--- config.mk ---
export PLATFORM = sky130hd
export DESIGN_NAME = mnsc_exec
export DESIGN_NICKNAME = d
export VERILOG_FILES = /design/src/design/mnsc_pkg.sv /design/src/design/mnsc_addr_gen.sv /design/src/design/mnsc_exec.sv
export SDC_FILE = /design/constraint.sdc
export NUM_CORES = 1
export LEC_CHECK = 0
export BUFFER_PORTS_ARGS = -buffer_cell sky130_fd_sc_hd__clkbuf_2
export CAP_MARGIN = 5
export CELL_PAD_IN_SITES_DETAIL_PLACEMENT = 0
export CELL_PAD_IN_SITES_GLOBAL_PLACEMENT = 1
export CORE_MARGIN = 4
export CORE_UTILIZATION = 40
export CTS_CLUSTER_DIAMETER = 100
export DETAILED_ROUTE_END_ITERATION = 10
export HOLD_SLACK_MARGIN = 0.1
export PLACE_DENSITY = 0.74
export SETUP_SLACK_MARGIN = 0.1
export SYNTH_ARGS = -nofsm -noshare
export SYNTH_HDL_FRONTEND = slang
export SYNTH_HIERARCHICAL = 1
export SYNTH_SLANG_ARGS = --single-unit
export TNS_END_PERCENT = 100
--- constraint.sdc ---
create_clock -name clk -period 5.6 [get_ports clk]
set_input_delay 0.28 -clock clk [delete_from_list [all_inputs] [get_ports clk]]
set_output_delay 0.28 -clock clk [all_outputs]
set_load 0.05 [all_outputs]
--- src/design/mnsc_pkg.sv ---
// package: opcodes, addressing constants, quarter-cycle phases and reset values
package mnsc_pkg;
  localparam logic [7:0]  OP_MUL_LIT   = 8'h0d;
  localparam logic [6:0]  OP_MUL_REG   = 7'h01;
  localparam logic [6:0]  OP_NEGATE    = 7'h36;
  localparam logic [15:0] OP_POP       = 16'h0006;
  localparam logic [15:0] OP_PUSH      = 16'h0005;
  localparam logic [4:0]  OP_REL_CALL  = 5'h1b;
  localparam logic [15:0] OP_SW_RESET  = 16'h00ff;
  localparam logic [7:0]  INDEXED_MAX  = 8'h5f;
  localparam logic [7:0]  ACCESS_SPLIT = 8'h60;
  localparam logic [3:0]  ACCESS_HIGH  = 4'hf;
  localparam logic [20:0] PC_STEP      = 21'h000002;
  localparam logic [7:0]  RESET_BYTE   = 8'h00;
  localparam logic [20:0] RESET_PC     = 21'h000000;
  localparam int          FLAG_C       = 0;
  localparam int          FLAG_DC      = 1;
  localparam int          FLAG_Z       = 2;
  localparam int          FLAG_OV      = 3;
  localparam int          FLAG_N       = 4;
  typedef enum logic [1:0] {PH_DECODE, PH_READ, PH_PROCESS, PH_WRITE} mnsc_phase_t;
  typedef enum logic [2:0] {EX_NONE, EX_MUL_LIT, EX_MUL_REG, EX_NEGATE, EX_POP, EX_PUSH,
                            EX_CALL, EX_RESET} mnsc_op_t;
endpackage

--- src/design/mnsc_addr_gen.sv ---
// module: file-register address formation from access bit, bank select and index mode
`timescale 1ns/100ps
`default_nettype none
module mnsc_addr_gen
  import mnsc_pkg::*;
(
  // instruction fields
  input  wire logic        accessBit,
  input  wire logic [7:0]  fileAddr,
  // addressing context
  input  wire logic        extendedEnable,
  input  wire logic [3:0]  bankSelect,
  input  wire logic [11:0] indexBase,
  // result
  output logic      [11:0] dataAddr
);
  always_comb begin
    if (extendedEnable && !accessBit && fileAddr <= INDEXED_MAX) begin
      dataAddr = indexBase + {4'h0, fileAddr};
    end else if (accessBit) begin
      dataAddr = {bankSelect, fileAddr};
    end else if (fileAddr < ACCESS_SPLIT) begin
      dataAddr = {4'h0, fileAddr};
    end else begin
      dataAddr = {ACCESS_HIGH, fileAddr};
    end
  end
endmodule
`default_nettype wire

--- src/design/mnsc_exec.sv ---
// module: decode and execute of multiply, negate, stack, relative call and reset
// Contract
// - literal multiply puts W*k into product pair
// - multiplies leave flags and W unchanged
// - register multiply puts W*f into product pair
// - access bit picks access bank or bank
// - extended set, a=0, f<=5Fh uses indexed offset
// - negate writes two's complement, sets five flags
// - pop discards stack top in one cycle
// - push stores PC+2 on stack top
// - relative call first pushes PC+2
// - call loads PC+2+2n, second cycle idle
// - reset opcode pulses in process phase, resets state in write phase
`timescale 1ns/100ps
`default_nettype none
module mnsc_exec
  import mnsc_pkg::*;
(
  // clock and reset
  input  wire logic        clk,
  input  wire logic        reset,
  input  wire logic        clkEn,
  // instruction fetch
  input  wire logic [15:0] instrWord,
  input  wire logic        instrValid,
  // addressing context
  input  wire logic        extendedEnable,
  input  wire logic [3:0]  bankSelectIn,
  input  wire logic [11:0] indexBase,
  // working register and data memory
  input  wire logic [7:0]  workReg,
  input  wire logic [7:0]  fileReadData,
  // explicit writes to the product pair
  input  wire logic        productHighWrite,
  input  wire logic        productLowWrite,
  input  wire logic [7:0]  productWriteData,
  // data memory access
  output logic      [11:0] fileAddrOut,
  output logic             fileReadEn,
  output logic             fileWriteEn,
  output logic      [7:0]  fileWriteData,
  // architectural state
  output logic      [7:0]  product_high_byte,
  output logic      [7:0]  product_low_byte,
  output logic      [4:0]  statusFlags,
  output logic      [20:0] programCounter,
  output logic      [20:0] stack_top_entry,
  output logic      [4:0]  stackDepth,
  // core handshake
  output logic      [1:0]  phaseOut,
  output logic             instrDone,
  output logic             softResetPulse
);
  localparam int STACK_DEPTH = 31;

  typedef struct packed {
    mnsc_phase_t phase;
    mnsc_op_t    op;
    logic        idleCycle;
    logic [15:0] instr;
    logic [11:0] addr;
    logic [7:0]  operand;
    logic [15:0] product;
    logic [7:0]  negResult;
    logic [4:0]  negFlags;
    logic [7:0]  prodHigh;
    logic [7:0]  prodLow;
    logic [4:0]  flags;
    logic [20:0] pc;
    logic [4:0]  sp;
    logic [11:0] fAddr;
    logic        fRead;
    logic        fWrite;
    logic [7:0]  fData;
    logic        done;
    logic        swReset;
  } mnsc_state_t;

  mnsc_state_t st_r;
  mnsc_state_t st_nxt;
  logic [20:0] stackMem [STACK_DEPTH];
  logic [11:0] genAddr;
  logic        stackWrite;
  logic [4:0]  stackWrIdx;
  logic [20:0] stackWrData;

  function automatic mnsc_op_t decodeOp(input logic [15:0] w);
    if (w[15:8] == OP_MUL_LIT) decodeOp = EX_MUL_LIT;
    else if (w[15:9] == OP_MUL_REG) decodeOp = EX_MUL_REG;
    else if (w[15:9] == OP_NEGATE) decodeOp = EX_NEGATE;
    else if (w == OP_POP) decodeOp = EX_POP;
    else if (w == OP_PUSH) decodeOp = EX_PUSH;
    else if (w[15:11] == OP_REL_CALL) decodeOp = EX_CALL;
    else if (w == OP_SW_RESET) decodeOp = EX_RESET;
    else decodeOp = EX_NONE;
  endfunction

  mnsc_addr_gen uAddr (
    .accessBit      (st_r.instr[8]),
    .fileAddr       (st_r.instr[7:0]),
    .extendedEnable (extendedEnable),
    .bankSelect     (bankSelectIn),
    .indexBase      (indexBase),
    .dataAddr       (genAddr)
  );

  always_comb begin
    logic [8:0] sum;
    logic [4:0] low;
    logic [7:0] inv;
    logic [21:0] offset;
    st_nxt      = st_r;
    sum         = 9'h000;
    low         = 5'h00;
    inv         = 8'h00;
    offset      = 22'h000000;
    stackWrite  = 1'b0;
    stackWrIdx  = st_r.sp;
    stackWrData = st_r.pc + PC_STEP;
    st_nxt.fRead  = 1'b0;
    st_nxt.fWrite = 1'b0;
    st_nxt.done   = 1'b0;
    st_nxt.swReset = 1'b0;
    case (st_r.phase)
      PH_DECODE: begin
        st_nxt.instr = instrWord;
        st_nxt.op    = (instrValid && !st_r.idleCycle) ? decodeOp(instrWord) : EX_NONE;
        st_nxt.phase = PH_READ;
      end
      PH_READ: begin
        st_nxt.phase = PH_PROCESS;
        if (st_r.op == EX_MUL_REG || st_r.op == EX_NEGATE) begin
          st_nxt.addr  = genAddr;
          st_nxt.fAddr = genAddr;
          st_nxt.fRead = 1'b1;
        end else if (st_r.op == EX_MUL_LIT) begin
          st_nxt.operand = st_r.instr[7:0];
        end else if (st_r.op == EX_PUSH || st_r.op == EX_CALL) begin
          if (st_r.sp < 5'(STACK_DEPTH)) begin
            stackWrite    = 1'b1;
            st_nxt.sp     = st_r.sp + 5'h01;
          end
        end else if (st_r.op == EX_RESET) begin
          st_nxt.swReset = 1'b1;
        end
      end
      PH_PROCESS: begin
        st_nxt.phase = PH_WRITE;
        if (st_r.op == EX_MUL_REG) begin
          st_nxt.operand = fileReadData;
        end
        if (st_r.op == EX_MUL_REG) begin
          st_nxt.product = workReg * fileReadData;
        end else if (st_r.op == EX_MUL_LIT) begin
          st_nxt.product = workReg * st_r.operand;
        end else if (st_r.op == EX_NEGATE) begin
          inv = ~fileReadData;
          sum = {1'b0, inv} + 9'h001;
          low = {1'b0, inv[3:0]} + 5'h01;
          st_nxt.negResult = sum[7:0];
          st_nxt.negFlags[FLAG_C]  = sum[8];
          st_nxt.negFlags[FLAG_DC] = low[4];
          st_nxt.negFlags[FLAG_Z]  = (sum[7:0] == 8'h00);
          st_nxt.negFlags[FLAG_N]  = sum[7];
          st_nxt.negFlags[FLAG_OV] = (fileReadData == 8'h80);
        end else if (st_r.op == EX_POP && st_r.sp != 5'h00) begin
          st_nxt.sp = st_r.sp - 5'h01;
        end
      end
      PH_WRITE: begin
        st_nxt.phase = PH_DECODE;
        st_nxt.done  = !st_r.idleCycle && st_r.op != EX_CALL;
        st_nxt.idleCycle = 1'b0;
        if (st_r.op == EX_MUL_LIT || st_r.op == EX_MUL_REG) begin
          st_nxt.prodHigh = st_r.product[15:8];
          st_nxt.prodLow  = st_r.product[7:0];
        end else begin
          if (productHighWrite) st_nxt.prodHigh = productWriteData;
          if (productLowWrite) st_nxt.prodLow = productWriteData;
        end
        if (st_r.op == EX_NEGATE) begin
          st_nxt.fAddr  = st_r.addr;
          st_nxt.fWrite = 1'b1;
          st_nxt.fData  = st_r.negResult;
          st_nxt.flags  = st_r.negFlags;
        end
        if (st_r.op == EX_CALL) begin
          offset = {{10{st_r.instr[10]}}, st_r.instr[10:0], 1'b0};
          st_nxt.pc = st_r.pc + PC_STEP + offset[20:0];
          st_nxt.idleCycle = 1'b1;
          st_nxt.op = EX_NONE;
        end else if (st_r.idleCycle) begin
          st_nxt.done = 1'b1;
        end else if (st_r.op != EX_RESET) begin
          st_nxt.pc = st_r.pc + PC_STEP;
        end
        if (st_r.op == EX_RESET) begin
          st_nxt.pc       = RESET_PC;
          st_nxt.sp       = 5'h00;
          st_nxt.flags    = 5'h00;
          st_nxt.prodHigh = RESET_BYTE;
          st_nxt.prodLow  = RESET_BYTE;
        end
      end
      default: st_nxt.phase = PH_DECODE;
    endcase
  end

  always_ff @(posedge clk or posedge reset) begin
    if (reset) begin
      st_r <= '0;
    end else if (clkEn) begin
      st_r <= st_nxt;
    end
  end

  always_ff @(posedge clk) begin
    if (clkEn && stackWrite) begin
      stackMem[stackWrIdx] <= stackWrData;
    end
  end

  always_comb begin
    if (st_r.sp == 5'h00) begin
      stack_top_entry = 21'h000000;
    end else begin
      stack_top_entry = stackMem[st_r.sp - 5'h01];
    end
  end

  assign product_high_byte = st_r.prodHigh;
  assign product_low_byte  = st_r.prodLow;
  assign statusFlags       = st_r.flags;
  assign programCounter    = st_r.pc;
  assign stackDepth        = st_r.sp;
  assign fileAddrOut       = st_r.fAddr;
  assign fileReadEn        = st_r.fRead;
  assign fileWriteEn       = st_r.fWrite;
  assign fileWriteData     = st_r.fData;
  assign phaseOut          = st_r.phase;
  assign instrDone         = st_r.done;
  assign softResetPulse    = st_r.swReset;
endmodule
`default_nettype wire

Yosys cells after proc, flatten, opt, wreduce, memory -nomap -nowiden
Memories as Yosys holds them, arrays and structs flattened.
Cells that the tools add are included.
{ "word_totals": {"inputBits": 63, "output_inout_bits": 94, "regBits": 137, "n_memories": 1, "wordCells": 167, "ram_bits": 651} }
{ "op_classes": {"n_eq_ne": 35, "n_addsub": 7, "mul": 2, "bitwise": 3, "order_cmp": 3, "n_reduce_logical": 38, "muxes": 58} }
{ "memory_table": {"columns": ["name", "words", "width", "read_ports", "rd_clocked_by_memory_dff", "wr", "line", "rtl"], "rows": [
  ["stackMem", 31, 21, 1, 0, 1, "mnsc_exec.sv:81", "logic [20:0] stackMem [STACK_DEPTH];"]
]} }
{ "op_table": {"columns": ["operator", "n"], "rows": [
  ["two-way mux 21 bit", 4],
  ["two-way mux 12 bit", 4],
  ["two-way mux 16 bit", 3],
  ["two-way mux 47 bit", 1],
  ["two-way mux 5 bit", 9],
  ["two-way mux 8 bit", 5],
  ["== test 16 x 3 -> 1 bit, second input constant", 2],
  ["multiplier 8 x 8 -> 16 bit", 2],
  ["!= test 2 bit, second input constant", 14],
  ["two-way mux 3 bit", 8],
  ["one-hot mux 12 bit (2 select lines)", 1],
  ["adder 21 x 2 -> 21 bit, second input constant", 1],
  ["adder 21 bit", 1],
  ["AND reduction 3 bit", 7],
  ["== test 16 x 8 -> 1 bit, second input constant", 1],
  ["one-hot mux 8 bit (2 select lines)", 1],
  ["two-way mux 1 bit", 15],
  ["one-hot mux 5 bit (3 select lines)", 1],
  ["two-way mux 13 bit", 1],
  ["adder 12 x 8 -> 12 bit", 1],
  ["== test 3 bit, second input constant", 4],
  ["nonzero test 3 bit", 4],
  ["AND reduction 11 bit", 1],
  ["two-way mux 10 bit", 1],
  ["other kinds (35)", 54]
]} }

Logic depth before layout (Yosys ltp)
Gate-level depths: netlist of the first run.
{ "logic_depth": {"ltp_word": 10, "mapped_depth": 19, "ltp_nobuf": 18} }

Cells and area by module
The synthesis of the first run kept the hierarchy.
{ "modules_own_cells": {"columns": ["mod", "cells_per_inst", "seq_area_each_um2", "area_each_um2", "instances"], "rows": [
  ["mnsc_exec", 2482, 21996.1, 36273.5, 1],
  ["mnsc_addr_gen", 92, 0.0, 640.6, 1]
]} }

Worst setup path before layout of the first run
Ideal clock, no wire load.
{ "synth_timing": {"kind": "in2reg", "startpoint": "input workReg[5]", "endpoint": "register st_r[96] in the netlist's numbering", "required_time_ps": 5467, "stages": 16, "n_path_buf": 1, "arrival_ps": 4215, "setup_slack_ps": 1252, "setup_time_ps": 133, "path_cell_list": "clkbuf_1 > nand2_1 > fa_1 > fa_1 > inv_1 > fa_1 > inv_1 > fa_1 > inv_1 > ha_1 > or3_1 > or3_1 > a41oi_1 > xnor2_1 > o22a_1 > a21boi_1"} }
{ "synth_via": {"elab_chain_cells": 3, "elab_cells_between_ends": 4, "classes_between": "2 x mul; 2 x mux"} }
{ "synth_lines": {"columns": ["item", "line", "rtl"], "rows": [
  ["start: declaration", "mnsc_exec.sv:31", "input wire logic [7:0] workReg,"],
  ["multiplier 8 x 8 -> 16 bit", "mnsc_exec.sv:155", "st_nxt.product = workReg * st_r.operand;"],
  ["two-way mux 16 bit", "mnsc_exec.sv:154", "end else if (st_r.op == EX_MUL_LIT) begin"],
  ["two-way mux 16 bit *", "mnsc_exec.sv:152", "if (st_r.op == EX_MUL_REG) begin"],
  ["end signal: assignment", "mnsc_exec.sv:213", "st_r <= st_nxt;"],
  ["end: declaration", "mnsc_exec.sv:79", "mnsc_state_t st_r;"]
]} }
Mark *: on every way between the ends. The rest lies on a longest branch, timed or not. The select of a mux whose other input is x is not followed.
A chain may end at the register's enable or synchronous reset.

Worst setup path after layout of the first run
{ "layout_timing": {"startpoint": "register st_r[102] in the netlist's numbering", "endpoint": "register st_r[97] in the netlist's numbering"} }
{ "layout_via": {"elab_chain_cells": 3} }
{ "layout_lines": {"columns": ["item", "line"], "rows": [
  ["multiplier 8 x 8 -> 16 bit", "mnsc_exec.sv:155"],
  ["two-way mux 16 bit", "mnsc_exec.sv:154"],
  ["two-way mux 16 bit", "mnsc_exec.sv:152"]
]} }
Every way passes these cells. The select of a mux whose other input is x is not followed.

==> metrics.csv, run 1 <==
stage;metric;value;unit
floorplanning;rows;111;
sta;setup_viol;0;
routing;drt-total-wl;93200;um
floorplanning;initial_utilization;0.403;
place;gp_congestion;0.869;
sta;worst_slew_pin_slew;1180;ps
sta;finClkSkew;53.4;ps
sta;period_minus_slack;4590;ps
global_route;gr-usage-met2;0.314;
pwr;p_int;12.7;mW
sta;timing.slew.headroom;0.214;
floorplanning;dieArea;97200;um2
critical_path;start_kind;flop;
sta;finalCritPeriodShare;0.820;
floorplanning;die_w;312;um
global_route;busiest_layer;met2;
floorplanning;die_h;312;um
global_route;grt_use_met1;0.262;
pwr;p_per_area;496;nW/um2
layout;area_growth;13.6;%
clock_network;root_buffer;clkbuf_16;
clock_network;clock_path_buffers;3;
critical_path;endpoint_kind;flop;
pwr;p_comb_frac;0.395;
layout;stdcell_area;41900;um2
clock_network;cts_tree;built;
place;numPortBuffers;154;
routing;viasPerCell;5.58;
clock_network;cts-buffers-inserted;81;
synth;ys_top_cells_by_count;620 x edfxtp_1, 229 x nand2_1, 167 x mux4_2;
global_route;globalRouteTotalUtil;0.190;
sta;rsz0062_at_grt;false;
clock_network;htree_levels;3;
synth;yosys_register_bits;755;
synth;yosys.area.top_type_share;0.504;
layout;nets;2943;
routing;wl_per_cell;23.6;um
pwr;p_seq_frac;0.339;
synth;synth-seq-area-share;0.596;
run;max_cap_violations;0;
clock_network;clock-sinks;755;
layout;drive_above_1_share;0.220;
critical_path;criticalPathCategory;flop to flop;
outcome;status;finished, final reports clean;
critical_path;path_max_fanout;9;
routing;drt-initial-drc-count;1918;
clock_network;ctsResizeCount;0;
synth;async_reset_ff_frac;0.179;
routing;drc;0;
synth;synth-edff-count;620;
clock_network;clkTransAtPathRegs;60;ps
global_route;antenna_found_initial;2;
sta;timing.fmax;218;MHz
synth;ys_warn_count;6;
global_route;grt_max_degree;96;
synth;synthFlopType;edfxtp_1;
synth;yosys-top-cells-area;edfxtp_1 50%, mux4_2 10%, dfrtp_1 9.2%;
pwr;p_leak;16.7;nW
critical_path;crit_path_cell_trace;and2_1 > fa_1 > fa_1 > fa_1 > inv_1 > fa_1 > inv_1 > ha_1 > o21ai_0 > a21oi_1 > o211a_1 > a21boi_0 > xor2_1 > o21ai_0 > a21oi_1 > nor2_1;
pwr;p_sw;8.05;mW
critical_path;required;6120;ps
global_route;grt_first_pass_wirelength;142000;um
floorplanning;core-area;91700;um2
pwr;swShare;0.388;
synth;synth_area;36900;um2
place;dpl_cell_area;38900;um2
sta;final.setup.tns;0;ps
pwr;ir_drop;0.674;mV
routing;num_vias;22000;
synth;avgSynthCellArea;14.3;um2
routing;first_pass_iters;5;
synth;synth_cell_type_count;84;
global_route;grt_pass1_vias;22900;
global_route;grt.met3_usage;0.0407;
synth;synth.most_common_cell;edfxtp_1;
critical_path;arrival;5110;ps
clock_network;clkLatencyLatePin;660;ps
synth;yosys.area.top_type;edfxtp_1;
global_route;grt_overflow_total;0;
critical_path;path_common_cell;fa_1;
pwr;pwr-share-clk;0.266;
synth;syn_inst;2574;
sta;slew_violations;0;
critical_path;slowest_stage;fa_1;
floorplanning;io_pins;157;
worst_hold_path;hold_path_class;input port to flop;
sta;hold_viol;0;
routing;antenna_left;0;
critical_path;critPathMaxStageDelay;520;ps
place;dp_hpwl;59900;um
[repair_timing]
action / CTS / global route
hold buffers: 24 / 0
buffers inserted: 0 / 0
endpoints found under the hold margin: 112 / 0
[power by group through the flow]
stage          combinational (mW)  sequential (mW)  clock, mW
2_1_floorplan                6.20             6.89          0
3_3_place_gp                 8.07             7.15          0
3_5_place_dp                 8.18             7.16          0
4_1_cts                      8.23             7.05       5.63
5_1_grt                      8.88             7.09       5.86
6_report                     8.21             7.04       5.53
[layout make-up]
| type | count | area (um2) |
|---|---|---|
| Antenna cell | 1 | 2.50 |
| Timing Repair Buffer | 235 | 1520 |
| Clock inverter | 50 | 691 |
| Clock buffer | 96 | 2080 |
| Fill cell | 8034 | 49700 |
| Inverter | 119 | 452 |
| Sequential cell | 755 | 22000 |
| Multi-Input combinational cell | 1504 | 13700 |
| Tap cell | 1186 | 1480 |
[flip-flops by register name, summed over array words and instances, names as in the netlist]
register,cells
stackDepth,5
fileReadEn,1
instrDone,1
product_low_byte,8
statusFlags,5
stackMem,620
product_high_byte,8
fileAddrOut,12
phaseOut,2
fileWriteData,8
programCounter,20
st_r,63
fileWriteEn,1
softResetPulse,1
[stage by stage]
stage / power, mW / worst slack (ps) / hold WS (ps) / utilization / cells
final: 20.8 / 1010 / 135 / 0.457 / 3946
after global routing: 21.8 / 689 / 154 / 0.457 / 3945
after floorplan: 13.1 / 1250 / 378 / - / 2575
after detailed placement: 15.3 / 922 / 472 / 0.424 / 3774
after CTS: 20.9 / 1040 / 104 / 0.457 / 3944
after global placement: 15.2 / 1020 / 464 / 0.424 / 3774
[metal layers]
| metal | part of all wire | wire length, um |
|---|---|---|
| met4 | 0.016 | 1460 |
| met2 | 0.48 | 45100 |
| met5 | 0.00014 | 13 |
| met3 | 0.081 | 7550 |
| met1 | 0.42 | 39000 |
[worst max-delay path: cells and delay by family (launching register included)]
family | cells | cell delay [ps]
compound gates | 6 | 1200
xor+xnor | 1 | 160
fa+ha+maj | 5 | 2310
buf+inv | 2 | 90
flops | 1 | 480
simple gates | 2 | 270
[cells in the final DEF, fill, tap and decap left out, drive strengths merged, types with 9 or more instances in the layout]
master / n
or3: 9
clkinv: 33
nand4: 11
xnor2: 37
nor2: 132
nor2b: 22
o22ai: 18
o21ai: 115
nand3: 47
o31ai: 22
buf: 57
xor2: 31
fa: 74
ha: 110
dlygate4sd3: 24
and3: 9
a22oi: 20
nand2b: 16
o21a: 12
nor3: 15
dfrtp: 135
clkbuf: 250
mux2i: 34
nand2: 230
inv: 122
and2: 108
a31oi: 12
edfxtp: 620
bufinv: 11
mux2: 36
a21oi: 125
a21o: 14
mux4: 167
[final timing paths]
path | depth (start not counted) | slack (ps) | from | endpoint
max | 16 | 1010 | st_r[102]$_DFFE_PP0P_ | st_r[97]$_DFFE_PP0P_
min | 3 | 140 | fileReadData[0] | st_r[76]$_DFFE_PP0P_
min in group asynchronous | 3 | 330 | reset | product_high_byte[2]$_DFFE_PP0P_
max in group asynchronous | 4 | 3930 | reset | fileAddrOut[8]$_DFFE_PP0P_
max reg2reg | 16 | 1010 | st_r[102]$_DFFE_PP0P_ | st_r[97]$_DFFE_PP0P_
min reg2reg | 2 | 480 | st_r[73]$_DFFE_PP0P_ | st_r[73]$_DFFE_PP0P_
[cell families (layout without fill, tap and decap cells)]
logic type | count (synthesis) | after routing | share of synthesized area
buf+inv | 316 | 500 | 0.0421
simple gates | 627 | 627 | 0.0813
compound gates | 386 | 386 | 0.0641
xor+xnor | 68 | 68 | 0.0170
flops | 755 | 755 | 0.596
fa+ha+maj | 184 | 184 | 0.0774
other cells | 1 | 3 | 0.000102
mux | 237 | 237 | 0.122
Power figures use the tool's default switching activity.
==> run 2: changes to the inputs <==
==> constraint.sdc (replaced) <==
create_clock -name clk -period 4.3 [get_ports clk]
set_input_delay 0.215 -clock clk [delete_from_list [all_inputs] [get_ports clk]]
set_output_delay 0.215 -clock clk [all_outputs]
set_load 0.05 [all_outputs]
==> run 2 against run 1 <==
Against the previous run:
- first-iteration DRC count down 0.42%
- clock power is 28% higher
- sequential share of layout area fell by 1.0 points
- die area stayed put
- worst hold slack worse by 17 ps
- maximum frequency increased by 13%
- non-clock buffer count rose by 96
- setup slack got worse by 790 ps
- sequential power increased by 29%
- via count grew 0.93%
- critical endpoint is now st_r[96]$_DFFE_PP0P_
- power is 31% higher
- sequential cell count did not move
==> metrics.csv, run 2 (synthesized netlist as in run 1, its figures left out) <==
stage;metric;value;unit;change
layout;nFillCells;7836;;-2.5%
clock_network;clkTransAtPathRegs;60;ps;about the same
critical_path;arrival;4580;ps;-530 ps
clock_network;clock-sinks;755;;unchanged
sta;worst_slew_pin_slew;1060;ps;-120 ps
layout;stdcell_area;42800;um2;+2.0%
pwr;power.total;27.3;mW;+31%
critical_path;start_kind;flop;;
clock_network;htree_levels;3;;unchanged
worst_hold_path;holdPathStages;4;;+1
clock_network;cts_tree;built;;
global_route;grt_overflow_total;0;;unchanged
sta;finClkSkew;45.8;ps;-7.65 ps
place;dp_hpwl;61000;um;+1.8%
layout;multiInputGateArea;13800;um2;+0.50%
place;pre_cts_slack;-146;ps;-1070 ps
pwr;p_per_area;638;nW/um2;+29%
floorplanning;initial_utilization;0.403;;unchanged
critical_path;reg2reg_to;st_r[96]$_DFFE_PP0P_;;
clock_network;root_buffer;clkbuf_16;;
routing;first_pass_iters;5;;unchanged
global_route;grt.met3_usage;0.0512;;+0.0105
routing;num_vias;22200;;+0.93%
floorplanning;core-area;91700;um2;unchanged
sta;holdWs;118;ps;-17.4 ps
global_route;gr-usage-met2;0.306;;-0.00771
global_route;grt_first_pass_wirelength;141000;um;-1.1%
outcome;status;finished, final reports clean;;
sta;hold_viol;0;;unchanged
global_route;globalRouteTotalUtil;0.189;;-0.00142
clock_network;clock_path_buffers;3;;unchanged
routing;drt-initial-drc-count;1910;;-0.42%
global_route;grt_max_degree;81;;-16%
pwr;ir_drop;0.627;mV;-7.1%
global_route;busiest_layer;met2;;
worst_hold_path;hold_path_class;input port to flop;;
critical_path;required;4800;ps;-1320 ps
floorplanning;die_h;312;um;unchanged
sta;timing.slew.headroom;0.293;;+0.0790
critical_path;reg2reg_from;st_r[104]$_DFFE_PP0P_;;
layout;largest_reg_flops;620;;unchanged
layout;top_register;stackMem;;
layout;nets;3037;;+3.2%
layout;drive_above_1_share;0.255;;+0.0346
sta;slew_violations;0;;unchanged
routing;viasPerCell;5.50;;-1.5%
global_route;grt_pass1_vias;23000;;+0.43%
floorplanning;rows;111;;unchanged
sta;fin_ws;220;ps;-785 ps
clock_network;clkLatencyLatePin;630;ps;-30 ps
layout;area_growth;15.9;%;
floorplanning;die_w;312;um;unchanged
critical_path;regToRegSetupSlack;220;ps;-790 ps
critical_path;path_max_fanout;8;;-1
place;gp_congestion;0.883;;+1.6%
global_route;antenna_found_initial;4;;+2
critical_path;endpoint_kind;flop;;
run;max_cap_violations;0;;unchanged
sta;finalCritPeriodShare;0.949;;+0.128
layout;final_common_cell;edfxtp_1;;
critical_path;reg2reg_depth;15;;-1
worst_hold_path;hold_path_end;st_r[116]$_DFFE_PP0P_;;
place;dpl_cell_area;39600;um2;+1.7%
floorplanning;dieArea;97200;um2;unchanged
sta;period_minus_slack;4080;ps;-515 ps
place;numPortBuffers;154;;unchanged
floorplanning;io_pins;157;;unchanged
clock_network;cts-buffers-inserted;79;;-2.5%
sta;rsz0062_at_grt;true;;
routing;antenna_left;0;;unchanged
global_route;grt_use_met1;0.252;;-0.00973
sta;timing.fmax;245;MHz;+13%
critical_path;criticalPathCategory;flop to flop;;
routing;drt-total-wl;92500;um;-0.68%
layout;most-common-layout-cells;620 x edfxtp_1, 228 x nand2_1, 167 x mux4_2;;
pwr;p_leak;17.2;nW;+2.8%
worst_hold_path;hp-start;bankSelectIn[0];;
sta;setup_viol;0;;unchanged
layout;seqCellArea;22000;um2;about the same
routing;wl_per_cell;22.9;um;-3.1%
routing;drc;0;;unchanged
## run 2: worst max-delay path by stage
stage	from	to	slack (ps)
floorplan	fileReadData[2]	st_r[96]$_DFFE_PP0P_	110
global route	st_r[107]$_DFFE_PP0P_	st_r[97]$_DFFE_PP0P_	50
CTS	st_r[103]$_DFFE_PP0P_	st_r[97]$_DFFE_PP0P_	60
finish	st_r[104]$_DFFE_PP0P_	st_r[96]$_DFFE_PP0P_	220
detailed placement	fileReadData[3]	st_r[96]$_DFFE_PP0P_	-150
global placement	workReg[5]	st_r[98]$_DFFE_PP0P_	-90
## run 2: critical path: stages, from the launching register on
cell,delay [ps]
dfrtp_2,470
and2_4,180
fa_1,530
fa_1,440
fa_1,490
inv_1,50
fa_1,470
inv_1,40
ha_2,200
nor2_4,160
nand3_1,120
o21ai_2,230
o21bai_1,130
a21oi_2,160
xor2_1,200
a21boi_2,70
## run 2: cell type report
cell class                 instances  share of cell area
clock buffer                      93              0.0479
sequential                       755               0.514
timing repair buffer             331              0.0548
inverter                         119              0.0106
antenna                            2            0.000117
clock inverter                    53              0.0158
multi-input combinational       1504               0.322
tap                             1186              0.0347
## run 2: report_power, final
group	internal, mW	switching (mW)	total (mW)
clock network	4.19	2.91	7.09
registers	8.56	0.498	9.06
logic	4.10	7.04	11.1
total	16.8	10.4	27.3
## run 2: layer usage
layer  routed length, um  share of wire  up-vias
li1                    -              -     9954
met1               38400           0.41    11300
met2               44100           0.48      800
met3                7590          0.082      148
met4                2450          0.026        4
met5                  27        0.00029        -
## run 2: what timing repair did
item                                    CTS  global route
endpoints found under the setup margin   13            26
pin swaps                                 0            25
endpoints found under the hold margin   109             0
gates resized for setup                   7            38
setup buffers                             0             4
hold buffers                             30             0
## run 2: per-stage QoR
step	utilization	std cells	TNS, ps
6_report	0.467	4043	0
3_3_place_gp	0.432	3861	-268
4_1_cts	0.465	4037	0
2_1_floorplan	-	2575	0
3_5_place_dp	0.432	3861	-657
5_1_grt	0.467	4041	0
==> run 3: changes to the inputs <==
==> constraint.sdc (replaced) <==
create_clock -name clk -period 4.7 [get_ports clk]
set_input_delay 0.235 -clock clk [delete_from_list [all_inputs] [get_ports clk]]
set_output_delay 0.235 -clock clk [all_outputs]
set_load 0.05 [all_outputs]
==> run 3 against run 2 <==
Against the previous run:
- largest cell class unchanged
- highest routed layer is now met4
- sequential cell count stayed put
- global-route usage shrank 0.26 points
- largest power group unchanged
- sequential share of layout area grew 0.93 points
- maximum frequency decreased by 6.4%
- worst hold slack better by 26 ps
- setup slack gained 120 ps
- core utilization down 0.84 points
- clock power decreased by 12%
==> metrics.csv, run 3 (synthesized netlist as in run 1, its figures left out) <==
stage;metric;value;unit;change
critical_path;path_max_fanout;9;;+1
floorplanning;dieArea;97200;um2;unchanged
sta;hold_viol;0;;unchanged
routing;drc;0;;unchanged
run;max_cap_violations;0;;unchanged
clock_network;root_buffer;clkbuf_16;;
global_route;grt_pass1_vias;22700;;-1.1%
place;place_inst;3811;;-1.3%
floorplanning;rows;111;;unchanged
place;dp_hpwl;60500;um;-0.87%
sta;slew_violations;0;;unchanged
global_route;grt_overflow_total;0;;unchanged
clock_network;cts-buffers-inserted;80;;+1.3%
sta;finClkSkew;28.3;ps;-17.5 ps
routing;num_vias;22100;;-0.53%
layout;most-common-layout-cells;620 x edfxtp_1, 229 x nand2_1, 167 x mux4_2;;
sta;finalCritPeriodShare;0.927;;-0.0216
sta;setup_viol;0;;unchanged
floorplanning;die_h;312;um;unchanged
clock_network;clkTransAtPathRegs;60;ps;about the same
floorplanning;io_pins;157;;unchanged
sta;worst_slew_pin_slew;1110;ps;+50.8 ps
pwr;ir_drop;0.438;mV;-30%
layout;drive_above_1_share;0.229;;-0.0255
global_route;antenna_found_initial;1;;-3
outcome;status;finished, final reports clean;;
routing;antenna_left;0;;unchanged
sta;rsz0062_at_grt;true;;
global_route;grt_max_degree;88;;+8.6%
routing;wl_per_cell;22.9;um;+0.19%
sta;final.setup.tns;0;ps;unchanged
pwr;p_leak;16.8;nW;-2.1%
layout;nFillCells;7958;;+1.6%
worst_hold_path;hold_path_class;input port to flop;;
critical_path;endpoint_kind;flop;;
floorplanning;core-area;91700;um2;unchanged
global_route;globalRouteTotalUtil;0.186;;-0.00262
global_route;grt_first_pass_wirelength;139000;um;-1.0%
layout;multiInputGateArea;13600;um2;-1.0%
pwr;power.total;24.4;mW;-11%
pwr;p_per_area;580;nW/um2;-9.0%
clock_network;clkLatencyLatePin;650;ps;+20 ps
clock_network;cts_tree;built;;
routing;first_pass_iters;6;;+1
layout;seqCellArea;22000;um2;about the same
clock_network;clock_path_buffers;3;;unchanged
sta;timing.fmax;229;MHz;-6.4%
critical_path;arrival;4880;ps;+300 ps
routing;drt-initial-drc-count;2186;;+14%
clock_network;htree_levels;3;;unchanged
layout;largest_reg_flops;620;;unchanged
layout;area_growth;13.8;%;
clock_network;clock-sinks;755;;unchanged
sta;period_minus_slack;4360;ps;+278 ps
layout;final_common_cell;edfxtp_1;;
routing;drt-total-wl;91400;um;-1.3%
layout;nets;2983;;-1.8%
layout;top_register;stackMem;;
critical_path;start_kind;flop;;
layout;fin_cells;3984;;-1.5%
place;gp_congestion;0.864;;-2.2%
place;numPortBuffers;154;;unchanged
critical_path;criticalPathCategory;flop to flop;;
layout;final_util;0.458;;-0.00835
routing;viasPerCell;5.55;;+0.94%
sta;timing.slew.headroom;0.256;;-0.0365
layout;stdcell_area;42000;um2;-1.8%
critical_path;required;5220;ps;+420 ps
floorplanning;die_w;312;um;unchanged
place;dpl_cell_area;39100;um2;-1.2%
floorplanning;initial_utilization;0.403;;unchanged
run 3: cell count changes in the layout (fill, tap and decap cells not counted), sizes merged, moves of 3 or more:
cell,before,now
clkbuf,245,253
buf,149,93
bufinv,12,6
clkinvlp,6,3
run 3: layout make-up:
cell class | count | share of cell area
Antenna cell | 1 | 0.0000596
Clock buffer | 99 | 0.0505
Clock inverter | 44 | 0.0118
Inverter | 119 | 0.0108
Multi-Input combinational cell | 1504 | 0.324
Sequential cell | 755 | 0.524
Tap cell | 1186 | 0.0353
Timing Repair Buffer | 276 | 0.0437
run 3: report_power, final:
group / total, mW / internal, mW / switching [mW]
registers: 8.30 / 7.83 / 0.472
logic: 9.83 / 3.54 / 6.30
clock network: 6.24 / 3.58 / 2.66
run 3: worst max-delay path, cell delays in order (launching register included):
cell	delay, ps
dfrtp_1	470
and2_1	220
fa_1	560
fa_1	430
fa_1	490
inv_1	50
fa_1	470
inv_1	40
ha_1	310
o21ai_0	270
a21oi_1	80
o211a_1	220
a21boi_0	200
xor2_1	160
o21ai_0	90
a21oi_1	140
nor2_1	50
run 3: per-layer routing:
| metal | vias to the layer above | global-route usage | share of wire |
|---|---|---|---|
| li1 | 9851 | - | - |
| met1 | 11400 | 0.254 | 0.43 |
| met2 | 691 | 0.308 | 0.48 |
| met3 | 132 | 0.0404 | 0.069 |
| met4 | 0 | 0.0423 | 0.019 |
| met5 | - | 0 | 0 |
run 3: repair_timing:
| action | 4_1_cts | 5_1_grt |
|---|---|---|
| hold buffers | 29 | 0 |
| setup buffers | 0 | 0 |
| gates resized for setup | 0 | 5 |
| setup endpoints to repair | 0 | 6 |
| hold endpoints to repair | 122 | 0 |
run 3: per-stage QoR:
step / hold slack [ps] / setup slack [ps]
6_report: 144 / 342
5_1_grt: 134 / 29.9
4_1_cts: 113 / 185
3_5_place_dp: 430 / 187
3_3_place_gp: 423 / 187
2_1_floorplan: 333 / 397
run 3: final timing paths:
kind	from	endpoint	slack [ps]	depth (start not counted)
setup / recovery	st_r[105]$_DFFE_PP0P_	st_r[97]$_DFFE_PP0P_	340	16
hold / removal	bankSelectIn[0]	st_r[116]$_DFFE_PP0P_	140	4
setup reg to reg	st_r[105]$_DFFE_PP0P_	st_r[97]$_DFFE_PP0P_	340	16
hold reg to reg	product_low_byte[0]$_DFFE_PP0P_	product_low_byte[0]$_DFFE_PP0P_	480	2
max in group asynchronous	reset	programCounter[13]$_DFFE_PP0P_	3130	4
min in group asynchronous	reset	product_high_byte[6]$_DFFE_PP0P_	280	3
